**config.mk**
```make
export PLATFORM = sky130hd
export DESIGN_NAME = lrdc_chain
export DESIGN_NICKNAME = d
export VERILOG_FILES = /design/src/core/lrdc_pkg.sv /design/src/core/lrdc_fifo_if.sv /design/src/core/lrdc_fifo.sv /design/src/core/lrdc_chain.sv
export SDC_FILE = /design/constraint.sdc
export NUM_CORES = 1
export LEC_CHECK = 0
export BUFFER_PORTS_ARGS = -buffer_cell sky130_fd_sc_hd__buf_2
export CAP_MARGIN = 20
export CORE_MARGIN = 5
export CORE_UTILIZATION = 64
export DETAILED_ROUTE_END_ITERATION = 8
export PLACE_DENSITY = 0.86
export SLEW_MARGIN = 10
export SYNTH_ARGS = -nofsm -noshare
export SYNTH_HDL_FRONTEND = slang
export SYNTH_SLANG_ARGS = --single-unit
```
**constraint.sdc**
```tcl
create_clock -name clock -period 4.6 [get_ports clock]
set_input_delay 0.23 -clock clock [delete_from_list [all_inputs] [get_ports clock]]
set_output_delay 0.23 -clock clock [all_outputs]
set_load 0.05 [all_outputs]
```
**src/core/lrdc_pkg.sv**
```systemverilog
// Package: constants and types for the look-ahead receive descriptor chainer
package lrdc_pkg;
   localparam int unsigned DESC_AW = 8;
   localparam int unsigned LEN_W = 16;
   localparam int unsigned DATA_W = 8;
   localparam int unsigned FIFO_DEPTH = 8;
   localparam logic [DESC_AW-1:0] RING_SIZE_RESET = 8'h09;
   // Descriptor flag bit positions in the status nibble
   localparam int unsigned OWN_BIT = 0;
   localparam int unsigned SOF_BIT = 1;
   localparam int unsigned EOF_BIT = 2;
   localparam int unsigned ERR_BIT = 3;
   localparam logic [3:0] FLAGS_RESET = 4'h0;
   // Descriptor write kinds
   typedef enum logic [2:0] {
      LRDC_WR_NONE = 3'h0,
      LRDC_WR_FLAGS = 3'h1
   } lrdc_wr_e;
   typedef enum logic [5:0] {
      LRDC_IDLE = 6'h01,
      LRDC_FETCH = 6'h02,
      LRDC_EVAL = 6'h04,
      LRDC_FILL = 6'h08,
      LRDC_CLOSE = 6'h10,
      LRDC_RELEASE = 6'h20
   } lrdc_state_e;
endpackage

```
**src/core/lrdc_fifo_if.sv**
```systemverilog
// Interface: byte stream carrier between FIFO and chaining engine
`timescale 1ns/1ps
`default_nettype none
interface lrdc_fifo_if #(parameter int unsigned WIDTH = 9);
   logic valid;
   logic ready;
   logic [WIDTH-1:0] data;
   modport src (output valid, output data, input ready);
   modport dst (input valid, input data, output ready);
endinterface
`default_nettype wire

```
**src/core/lrdc_fifo.sv**
```systemverilog
// Module: small synchronous FIFO with valid/ready on both sides
`timescale 1ns/1ps
`default_nettype none
module lrdc_fifo #(
   parameter int unsigned WIDTH = 9,
   parameter int unsigned DEPTH = 8
) (
   input wire logic clock,
   input wire logic rst_n,
   input wire logic enable,
   input wire logic in_valid,
   output logic in_ready,
   input wire logic [WIDTH-1:0] in_data,
   lrdc_fifo_if.src out
);
   localparam int unsigned AW = $clog2(DEPTH);
   typedef struct packed {
      logic [AW-1:0] wr;
      logic [AW-1:0] rd;
      logic [AW:0] count;
   } lrdc_fifo_s;
   lrdc_fifo_s state;
   lrdc_fifo_s next_state;
   logic [WIDTH-1:0] mem [DEPTH];
   logic push;
   logic pop;

   assign in_ready = (state.count != (AW+1)'(DEPTH));
   assign out.valid = (state.count != '0);
   assign out.data = mem[state.rd];
   assign push = enable && in_valid && in_ready;
   assign pop = enable && out.valid && out.ready;

   always_comb begin
      next_state = state;
      if (push) begin
         next_state.wr = (state.wr == AW'(DEPTH-1)) ? '0 : state.wr + 1'b1;
      end
      if (pop) begin
         next_state.rd = (state.rd == AW'(DEPTH-1)) ? '0 : state.rd + 1'b1;
      end
      next_state.count = state.count + (AW+1)'(push) - (AW+1)'(pop);
   end

   always_ff @(posedge clock or negedge rst_n) begin
      if (!rst_n) begin
         state <= '0;
      end else begin
         state <= next_state;
      end
   end

   always_ff @(posedge clock) begin
      if (push) begin
         mem[state.wr] <= in_data;
      end
   end
endmodule
`default_nettype wire

```
**src/core/lrdc_chain.sv**
```systemverilog
// Module: look-ahead receive descriptor chaining engine (top)
//
// Summary of operation
// Late-owned third descriptor: clear end, own, start
// Unowned third: end in buffer two, skip; the code leaves buffer two closed without an end flag
// Software ignores end flags until next start
// Short frame: end first, release second cleared
// Software resizes only host-owned descriptors
// Early and end-of-frame receive events
// Software sizes first buffer at least 64 bytes
// Software sizes buffers to cover 1518 bytes
// Software converts times at 0.8 us per byte
// New frame starts only in owned start descriptor; without look-ahead the code starts in any owned one
// Searching: owned non-start descriptor released unused
// Skip unowned when searching; chain only owned
// Ring advances cyclically from last used
`timescale 1ns/1ps
`default_nettype none
module lrdc_chain #(
   parameter int unsigned DESC_AW = lrdc_pkg::DESC_AW,
   parameter int unsigned LEN_W = lrdc_pkg::LEN_W,
   parameter int unsigned DATA_W = lrdc_pkg::DATA_W,
   parameter int unsigned FIFO_DEPTH = lrdc_pkg::FIFO_DEPTH
) (
   input wire logic clock,
   input wire logic rst_n,
   input wire logic clock_enable,
   input wire logic lookahead_mode_enable,
   input wire logic [DESC_AW-1:0] ring_size,
   input wire logic rx_valid,
   output logic rx_ready,
   input wire logic [DATA_W-1:0] rx_data,
   input wire logic rx_last,
   input wire logic rx_error,
   output logic desc_rd_req,
   output logic [DESC_AW-1:0] desc_index,
   input wire logic desc_rd_ack,
   input wire logic [3:0] desc_flags,
   input wire logic [LEN_W-1:0] desc_size,
   output logic desc_wr_req,
   output logic [3:0] desc_wr_flags,
   input wire logic desc_wr_ack,
   output logic buf_wr_valid,
   output logic [DATA_W-1:0] buf_wr_data,
   output logic [LEN_W-1:0] buf_wr_offset,
   output logic early_receive_interrupt,
   output logic frame_done_interrupt,
   output logic [DESC_AW-1:0] current_index
);
   localparam int unsigned SW = DATA_W + 2;

   // ------------------------------------------------------------
   // Reset release and byte FIFO
   // ------------------------------------------------------------
   logic [1:0] rst_sync;
   logic rst_n_int;
   always_ff @(posedge clock or negedge rst_n) begin
      if (!rst_n) begin
         rst_sync <= 2'h0;
      end else begin
         rst_sync <= {rst_sync[0], 1'b1};
      end
   end
   assign rst_n_int = rst_sync[1];

   lrdc_fifo_if #(.WIDTH(SW)) stream ();
   logic fifo_in_ready;
   logic rx_gate;
   lrdc_fifo #(.WIDTH(SW), .DEPTH(FIFO_DEPTH)) u_fifo (
      .clock(clock),
      .rst_n(rst_n_int),
      .enable(clock_enable),
      .in_valid(rx_gate),
      .in_ready(fifo_in_ready),
      .in_data({rx_error, rx_last, rx_data}),
      .out(stream.src)
   );

   // ------------------------------------------------------------
   // State
   // ------------------------------------------------------------
   typedef struct packed {
      lrdc_pkg::lrdc_state_e fsm;
      logic [DESC_AW-1:0] idx;
      logic [1:0] slot;        // Buffer number within the frame, 0..3, wraps
      logic in_frame;
      logic [LEN_W-1:0] size;
      logic [LEN_W-1:0] offset;
      logic frame_err;
      logic end_here;          // Frame ends in the current buffer
      logic release_next;      // Second descriptor still to be released
      logic rd_req;
      logic wr_req;
      logic [3:0] wr_flags;
      logic rx_ready;
      logic bw_valid;
      logic [DATA_W-1:0] bw_data;
      logic [LEN_W-1:0] bw_off;
      logic early_irq;
      logic done_irq;
   } lrdc_s;
   lrdc_s st;
   lrdc_s next_st;

   logic [DESC_AW-1:0] idx_inc;
   logic own_in;
   logic sof_in;
   logic take;
   logic [DATA_W-1:0] s_data;
   logic s_last;
   logic s_err;
   assign {s_err, s_last, s_data} = stream.data;
   // Bytes enter only while the registered ready stands, so both sides agree
   assign rx_gate = rx_valid && st.rx_ready;
   assign take = st.fsm == lrdc_pkg::LRDC_FILL && stream.valid && st.offset < st.size;
   assign stream.ready = take;
   // Wrap at the programmed ring length
   assign idx_inc = (st.idx >= ring_size - 1'b1) ? '0 : st.idx + 1'b1;
   assign own_in = desc_flags[lrdc_pkg::OWN_BIT];
   assign sof_in = desc_flags[lrdc_pkg::SOF_BIT];

   always_comb begin
      next_st = st;
      next_st.bw_valid = 1'b0;
      next_st.early_irq = 1'b0;
      next_st.done_irq = 1'b0;
      // Ready drops for a cycle after each push: a registered ready never
      // promises a slot the FIFO lacks, at the price of half the input rate
      next_st.rx_ready = fifo_in_ready && !rx_gate;
      unique case (st.fsm)
         lrdc_pkg::LRDC_IDLE: begin
            if (stream.valid) begin
               next_st.fsm = lrdc_pkg::LRDC_FETCH;
               next_st.rd_req = 1'b1;
            end
         end
         lrdc_pkg::LRDC_FETCH: begin
            if (desc_rd_ack) begin
               next_st.rd_req = 1'b0;
               next_st.fsm = lrdc_pkg::LRDC_EVAL;
            end
         end
         lrdc_pkg::LRDC_EVAL: begin
            next_st.size = desc_size;
            next_st.offset = '0;
            if (st.release_next) begin
               // Short frame: owned second buffer handed back empty
               next_st.release_next = 1'b0;
               if (own_in) begin
                  next_st.wr_flags = lrdc_pkg::FLAGS_RESET;
                  next_st.wr_req = 1'b1;
                  next_st.fsm = lrdc_pkg::LRDC_RELEASE;
               end else begin
                  next_st.fsm = lrdc_pkg::LRDC_IDLE;
               end
            end else if (!st.in_frame) begin
               if (own_in && (sof_in || !lookahead_mode_enable)) begin
                  // Frame begins here
                  next_st.in_frame = 1'b1;
                  next_st.slot = 2'h0;
                  next_st.frame_err = 1'b0;
                  next_st.early_irq = 1'b1;
                  next_st.fsm = lrdc_pkg::LRDC_FILL;
               end else if (own_in) begin
                  // Discard by dropping ownership only
                  next_st.wr_flags = lrdc_pkg::FLAGS_RESET;
                  next_st.wr_req = 1'b1;
                  next_st.fsm = lrdc_pkg::LRDC_RELEASE;
               end else begin
                  // Not ours while searching: move on
                  next_st.idx = idx_inc;
                  next_st.rd_req = 1'b1;
                  next_st.fsm = lrdc_pkg::LRDC_FETCH;
               end
            end else if (own_in) begin
               // Chain into an owned buffer only, see R12; late third is reused
               next_st.slot = st.slot + 2'h1;
               next_st.fsm = lrdc_pkg::LRDC_FILL;
            end else begin
               // Next buffer unowned: frame is cut, index stays on the untouched descriptor
               next_st.in_frame = 1'b0;
               next_st.done_irq = 1'b1;
               next_st.fsm = lrdc_pkg::LRDC_IDLE;
            end
         end
         lrdc_pkg::LRDC_FILL: begin
            if (take) begin
               next_st.bw_valid = 1'b1;
               next_st.bw_data = s_data;
               next_st.bw_off = st.offset;
               next_st.offset = st.offset + 1'b1;
               next_st.frame_err = st.frame_err | s_err;
               if (s_last) begin
                  next_st.end_here = 1'b1;
                  next_st.fsm = lrdc_pkg::LRDC_CLOSE;
               end else if (st.offset + 1'b1 == st.size) begin
                  next_st.end_here = 1'b0;
                  next_st.fsm = lrdc_pkg::LRDC_CLOSE;
               end
            end else if (st.size == '0) begin
               next_st.end_here = 1'b0;
               next_st.fsm = lrdc_pkg::LRDC_CLOSE;
            end
         end
         lrdc_pkg::LRDC_CLOSE: begin
            // Own always dropped; start kept only in the first buffer; end flag only where the frame stops
            next_st.wr_flags = lrdc_pkg::FLAGS_RESET;
            next_st.wr_flags[lrdc_pkg::SOF_BIT] = (st.slot == 2'h0);
            next_st.wr_flags[lrdc_pkg::EOF_BIT] = st.end_here & ~st.frame_err;
            next_st.wr_flags[lrdc_pkg::ERR_BIT] = st.end_here & st.frame_err;
            next_st.wr_req = 1'b1;
            next_st.fsm = lrdc_pkg::LRDC_RELEASE;
         end
         lrdc_pkg::LRDC_RELEASE: begin
            if (desc_wr_ack) begin
               next_st.wr_req = 1'b0;
               next_st.idx = idx_inc;
               if (st.in_frame && st.end_here) begin
                  next_st.in_frame = 1'b0;
                  next_st.end_here = 1'b0;
                  next_st.done_irq = 1'b1;
                  // Frame ended in first buffer with look-ahead on: second still to be released
                  next_st.release_next = (st.slot == 2'h0) && lookahead_mode_enable;
                  next_st.rd_req = next_st.release_next;
                  next_st.fsm = next_st.release_next ? lrdc_pkg::LRDC_FETCH
                                                     : lrdc_pkg::LRDC_IDLE;
               end else if (st.in_frame) begin
                  next_st.rd_req = 1'b1;
                  next_st.fsm = lrdc_pkg::LRDC_FETCH;
               end else begin
                  next_st.fsm = lrdc_pkg::LRDC_IDLE;
               end
            end
         end
      endcase
   end

   always_ff @(posedge clock or negedge rst_n_int) begin
      if (!rst_n_int) begin
         st <= '0;
         st.fsm <= lrdc_pkg::LRDC_IDLE;
      end else if (clock_enable) begin
         st <= next_st;
      end
   end

   // ------------------------------------------------------------
   // Outputs, all registered
   // ------------------------------------------------------------
   assign rx_ready = st.rx_ready;
   assign desc_rd_req = st.rd_req;
   assign desc_index = st.idx;
   assign desc_wr_req = st.wr_req;
   assign desc_wr_flags = st.wr_flags;
   assign buf_wr_valid = st.bw_valid;
   assign buf_wr_data = st.bw_data;
   assign buf_wr_offset = st.bw_off;
   assign early_receive_interrupt = st.early_irq;
   assign frame_done_interrupt = st.done_irq;
   assign current_index = st.idx;
endmodule
`default_nettype wire

```
==> impl_metrics.csv, run 1 <==
group,metric,value,unit
status,outcome,"complete, no violations",
synth,async_flop_share,54.80,%
synth,synth-xor-area-share,2.306,%
clock_tree,postCtsSetupBuffers,0,
timing,slew_headroom,28.03,%
min_path,hold_start,"desc_size[0]",
floorplanning,die_h,129.3,microns
timing,rsz0062_at_grt,"false",
synth,syn-num-nets,886,
global_route,grt.overflow.total,0,
worst_setup_path,end_kind,"flop",
worst_setup_path,critPathLaunchType,"flop",
timing,max_freq,0.2920,GHz
global_route,grt_pass1_wl,31750,microns
routing,drt_iter0_drc,703,
global_route,grt_pass1_vias,6302,
min_path,hold_end,"st[53]$_DFFE_PN0P_",
timing,fin_tns_setup,0,ns
job,max_cap_viol_count,0,
clock_tree,htreeDepth,4,
power,p_leak,4.324,nW
place,gp_congestion,0.9833,
global_route,grt_usage,24.56,%
min_path,holdPathStages,2,
routing,final_antenna_net_count,0,
worst_setup_path,path_cells,"ha_1, nand3_1, o22ai_1, o21a_1, o211ai_1, or4_1, o311a_4, or3_4, mux2_4",
clock_tree,clkTransAtPathRegs,0.07,ns
place,port_buffers,91,
synth,synthesis.area,9115,sq um
synth,syn_area_per_cell,11.37,sq um
floorplanning,start_util,65.41,%
global_route,grt_max_degree,58,
routing,firstDrtPassIters,5,
floorplanning,die_x,129.3,microns
synth,synth_compound_area_share,10.49,%
floorplanning,core,13930,sq um
timing,hold_slack,0.02088,ns
synth,synth_edf_count,80,
timing,finalClockSkew,0.01118,ns
worst_setup_path,cp_slowest_stage_delay,0.58,ns
timing,worstMarginPinSlew,1.076,ns
min_path,hold_class,"input port to flop",
global_route,antenna_found_initial,0,
clock_tree,cts.sinks,177,
synth,synthMuxAreaShare,8.593,%
synth,synth_top_family_by_area,"simple AND/OR/NAND/NOR gates",
synth,ys_warn_count,0,
clock_tree,cts_resized,0,
synth,ys_ff_latch,177,
synth,synth_adder_area_share,5.436,%
worst_setup_path,crit_type,"flop to flop",
synth,ys_types,69,
synth,ys_seq_area_share,53.00,%
layout,antennaDiodeCount,0,
layout,layout.nets,924,
routing,wire_per_inst,19.08,microns
timing,finalSetupViolCount,0,
worst_setup_path,ff2ff_path_depth,9,
worst_setup_path,slowest_stage,"or4_1",
worst_setup_path,r2r-end,"st[81]$_DFFE_PN0P_",
worst_setup_path,critPathMaxFanout,8,
clock_tree,cts_made_buffers,17,
timing,period_needed,3.425,ns
synth,yosys.area_share.simple,13.22,%
routing,viasPerCell,6.233,
power,p_per_area,512.8,nW/um^2
synth,ys.flop_type,"dfrtp_1",
routing,drc,0,
timing,post-route-period-util,74.45,%
worst_setup_path,crit_required,4.92,ns
place,dp_hpwl,13650,microns
floorplanning,io-pin-count,95,
routing,vias,6439,
worst_setup_path,r2r_slack,1.18,ns
clock_tree,cts_tree,"done",
synth,synthCells,802,
timing,report.final.slew_viol_count,0,
floorplanning,die_area,16730,sq um
clock_tree,clk_latency,0.44,ns
worst_setup_path,rr_startpoint,"st[38]$_DFFE_PN0P_",
routing,drt-total-wl,19710,microns
layout,syn2layout_area_growth,9.472,%
worst_setup_path,arrival,3.75,ns
floorplanning,rows,43,
clock_tree,cts_root_buf,"clkbuf_16",
clock_tree,clockBufferDepth,2,
power,ir_drop,0.3824,mV
layout,layout-drive-gt1-share,21.45,%
timing,hold_violations,0,
==> metal layers <==
metal / vias up / track usage [%] / part of all wire (%) / wire length, microns
li1: 2950 / - / - / -
met1: 3217 / 32.21 / 41 / 8122
met2: 234 / 41.37 / 51 / 10020
met3: 38 / 5.111 / 6.2 / 1218
met4: 0 / 7.906 / 1.8 / 350
met5: - / 0 / 0 / 0
==> placed cells by master (no fill, tap or decap), types with 14 or more instances in the layout <==
cell type	Yosys	layout
a21oi_1	21	21
buf_2	3	91
clkbuf_16	0	17
dfrtp_1	96	95
edfxtp_1	80	80
ha_1	38	38
inv_1	34	34
mux2_2	18	18
mux4_2	20	20
nand2_1	110	110
nand3_1	17	16
nor2_1	34	34
o21ai_0	64	63
xor2_1	14	14
==> synth_stat cells, drive strengths merged (7+ instances only) <==
cell	number	area share, %
dfrtp	96	26
o31ai	12	0.99
edfxtp	80	26
nand4	12	0.99
buf	57	4.5
inv	34	1.4
nand3	17	0.93
xnor2	10	0.96
nand2b	11	0.76
ha	38	5.2
nor4	8	0.55
nor3	14	0.77
mux4	20	4.9
a21o	10	0.82
nand2	110	4.5
xor2	14	1.3
o21ai	65	3.6
and3	7	0.48
mux2	20	2.6
nor2	34	1.4
a21oi	21	1.2
clkbuf	23	0.95
mux2i	10	1.1
and2	8	0.55
==> what timing repair did <==
| item | in CTS | in global routing |
|---|---|---|
| hold endpoints to repair | 2 | 0 |
| hold buffers | 1 | 0 |
| endpoints found under the setup margin | 0 | 0 |
==> state kept, by name (all words and copies together) (netlist names) <==
register / cells
buf_wr_data: 8
buf_wr_valid: 1
desc_wr_flags: 3
desc_rd_req: 1
rx_ready: 1
buf_wr_offset: 16
early_receive_interrupt: 1
rst_sync: 2
frame_done_interrupt: 1
u_fifo.mem: 80
desc_wr_req: 1
u_fifo.state: 10
current_index: 8
st: 44
==> per-stage QoR <==
step / total power [mW] / utilization (%) / setup slack [ns] / cells / area, sq um
final: 5.117 / 71.61 / 1.175 / 1033 / 9978
after global routing: 5.403 / 71.61 / 0.9224 / 1033 / 9978
after CTS: 5.123 / 71.39 / 1.186 / 1030 / 9948
after detailed placement: 3.709 / 67.09 / 1.213 / 997 / 9349
after global placement: 3.609 / 67.09 / 1.276 / 997 / 9349
after floorplan: 3.389 / - / 1.546 / 802 / 9115
==> worst max-delay path: cells and delay by family (launching register included) <==
family	cells	cell delay [ns]
fa+ha+maj	1	0.30
mux	1	0.31
flops	1	0.47
simple gates	3	1.30
compound gates	4	0.93
==> cell families after synthesis <==
logic type / count (synthesis)
flip-flops: 177
multiplexers: 50
other: 2
adder cells (fa/ha/maj): 39
AND/OR/NAND/NOR: 247
XOR/XNOR: 24
AO/OA/AOI/OAI: 148
buffers and inverters: 115
==> worst max-delay path by stage <==
stage                                  start                   endpoint  slack [ns]  cells after the start
final                     st[38]$_DFFE_PN0P_         st[81]$_DFFE_PN0P_        1.18                      9
after global routing      st[38]$_DFFE_PN0P_         st[81]$_DFFE_PN0P_        0.92                      9
after CTS                 st[38]$_DFFE_PN0P_         st[81]$_DFFE_PN0P_        1.19                      9
after detailed placement  st[38]$_DFFE_PN0P_         st[81]$_DFFE_PN0P_        1.21                      9
after global placement    st[38]$_DFFE_PN0P_         st[81]$_DFFE_PN0P_        1.28                      9
after floorplan           st[62]$_DFFE_PN0P_  u_fifo.state[2]$_DFF_PN0_        1.55                     14
==> cell type report <==
type	instances	area [sq um]
well taps	180	225.2
repair buffers	99	525.5
clock buffers	17	425.4
multi-input cells	510	3672
fillers	952	3956
flip-flops and latches	177	4835
inverters	35	131.4
clock inverters	15	163.9
==> where the power goes <==
group          switching (mW)  internal [mW]  leakage (nW)
clock                   0.682          0.728         0.287
combinational           0.922          0.615          2.05
sequential              0.285           1.88          1.99
No activity file was read; power rests on OpenSTA's default activity.
==> run 2: changes to the inputs <==
--- a/config.mk
+++ b/config.mk
@@ -8,9 +8,9 @@
 export BUFFER_PORTS_ARGS = -buffer_cell sky130_fd_sc_hd__buf_2
 export CAP_MARGIN = 20
 export CORE_MARGIN = 5
-export CORE_UTILIZATION = 64
+export CORE_UTILIZATION = 59
 export DETAILED_ROUTE_END_ITERATION = 8
-export PLACE_DENSITY = 0.86
+export PLACE_DENSITY = 0.8
 export SLEW_MARGIN = 10
 export SYNTH_ARGS = -nofsm -noshare
 export SYNTH_HDL_FRONTEND = slang
==> constraint.sdc (replaced) <==
create_clock -name clock -period 3.4 [get_ports clock]
set_input_delay 0.17 -clock clock [delete_from_list [all_inputs] [get_ports clock]]
set_output_delay 0.17 -clock clock [all_outputs]
set_load 0.05 [all_outputs]
==> impl_metrics.csv, run 2 (same netlist as run 1, synthesis figures left out) <==
group,metric,value,unit
timing,fin_tns_setup,0,ns
clock_tree,cts_made_buffers,17,
power,switching_share,36.51,%
worst_setup_path,rr_startpoint,"st[42]$_DFFE_PN0P_",
global_route,antenna_found_initial,0,
routing,drc,0,
clock_tree,clockBufferDepth,2,
layout,antennaDiodeCount,0,
place,dp.cells,1029,
status,outcome,"complete, no violations",
clock_tree,cts_root_buf,"clkbuf_16",
worst_setup_path,end_kind,"flop",
layout,layout.nets,969,
routing,final_antenna_net_count,0,
global_route,grt_pass1_vias,6291,
routing,firstDrtPassIters,8,
clock_tree,clk_latency,0.43,ns
layout,regMostFlops,"u_fifo.mem",
floorplanning,die_area,18040,sq um
timing,hold_violations,0,
job,max_cap_viol_count,0,
timing,finalSetupViolCount,0,
timing,finalClockSkew,0.01575,ns
floorplanning,start_util,59.96,%
timing,rsz0062_at_grt,"false",
place,gp_congestion,0.8699,
routing,drt-total-wl,19410,microns
global_route,grt_usage,22.30,%
routing,drt_iter0_drc,525,
layout,mostFrequentLayoutCell,"nand2_1",
global_route,top_usage_layer,"met2",
clock_tree,cts_tree,"done",
clock_tree,cts_resized,0,
power,seq_power_share,41.8,%
layout,layout-drive-gt1-share,22.49,%
worst_setup_path,critPathMaxFanout,9,
layout,fin_cells,1086,
power,p_clk_share,27.6,%
layout,final_cell_mix,"nand2_1, dfrtp_1, buf_2, edfxtp_1, o21ai_0",
worst_setup_path,critPathLaunch,"st[42]$_DFFE_PN0P_",
power,combPwrFrac,30.7,%
worst_setup_path,crit_required,3.71,ns
global_route,grt.overflow.total,0,
worst_setup_path,critPathLaunchType,"flop",
worst_setup_path,r2r_slack,0.1,ns
layout,largest_reg_flops,80,
layout,multiInputGateArea,3662,sq um
power,p_per_area,669.7,nW/um^2
timing,worstMarginPinSlew,0.8307,ns
routing,wire_per_inst,17.88,microns
place,port_buffers,91,
timing,slew_headroom,44.49,%
power,p_int,4.409,mW
floorplanning,die_x,134.3,microns
worst_setup_path,crit_type,"flop to flop",
layout,syn2layout_area_growth,13.75,%
clock_tree,postCtsSetupBuffers,0,
power,p_leak,4.525,nW
layout,fin_area,10370,sq um
power,ir_drop,0.4261,mV
floorplanning,die_h,134.3,microns
floorplanning,core,15200,sq um
global_route,use_met2,37.12,%
min_path,hold_start,"rx_data[2]",
power,switching_power,2.536,mW
routing,vias,6338,
clock_tree,htreeDepth,4,
place,dp_hpwl,13280,microns
global_route,grt_max_degree,58,
global_route,use_met3,5.401,%
timing,post-route-period-util,97.16,%
layout,fillers,1086,
clock_tree,clkTransAtPathRegs,0.08,ns
timing,period_needed,3.303,ns
place,placed_area,9529,sq um
worst_setup_path,arrival,3.61,ns
clock_tree,postCtsHoldBufs,25,
layout,regArea,4835,sq um
min_path,hold_class,"input port to flop",
global_route,grt_use_met1,29.50,%
timing,report.final.slew_viol_count,0,
global_route,grt_pass1_wl,31860,microns
timing,max_freq,0.3027,GHz
floorplanning,rows,45,
clock_tree,cts.sinks,177,
floorplanning,io-pin-count,95,
routing,viasPerCell,5.836,
run 2: cell types whose count changed in the layout (fill, tap and decap cells not counted), sizes merged:
cell         delta
clkbuf          +1
clkinv          -2
clkinvlp        +1
dlygate4sd3    +24
buf            +21
run 2: stage by stage:
step | hold WS (ns) | total power [mW] | setup WS, ns | utilization (%)
after global placement | -0.04441 | 4.952 | 0.2049 | 62.68
after global routing | 0.005095 | 7.352 | 0.005564 | 68.21
final | 0.008226 | 6.944 | 0.09663 | 68.21
after CTS | 0.001001 | 6.978 | 0.1335 | 68.21
after detailed placement | -0.04409 | 5.024 | 0.1524 | 62.68
after floorplan | -0.1256 | 4.585 | 0.3462 | -
run 2: worst paths after layout:
path	end	cells after the start
worst max-delay path	st[81]$_DFFE_PN0P_	8
worst min-delay path	u_fifo.mem[4][2]$_DFFE_PP_	1
worst max register to register	st[81]$_DFFE_PN0P_	8
worst min register to register	rst_sync[1]$_DFF_PN0_	0
max in group asynchronous	u_fifo.state[9]$_DFFE_PN0P_	1
min in group asynchronous	rst_sync[1]$_DFF_PN0_	2
run 2: cell type report:
cell class | count | area share (%)
Timing Repair Buffer | 144 | 8.833
Clock buffer | 18 | 4.139
Clock inverter | 14 | 1.545
Tap cell | 188 | 2.269
Inverter | 35 | 1.267
Multi-Input combinational cell | 510 | 35.32
Sequential cell | 177 | 46.63
run 2: metal layers:
layer	up-vias	wire length [microns]
met5	-	0
met4	0	271
met3	28	1089
met2	199	9616
met1	3074	8436
li1	3037	-
run 2: power groups by stage:
stage	logic, mW	clock network (mW)	registers, mW
floorplan	1.72	0	2.87
global placement	2.04	0	2.91
detailed placement	2.10	0	2.93
CTS	2.14	1.95	2.89
global route	2.36	2.05	2.94
finish	2.13	1.92	2.90
run 2: worst max-delay path, stage by stage, from the launching register on:
cell       delay, ns
dfrtp_1         0.53
nand3_1         0.24
nor3_1          0.51
xnor2_1         0.18
o2111ai_1       0.12
or4_1           0.46
o311a_4         0.41
or3_4           0.42
mux2_4          0.30
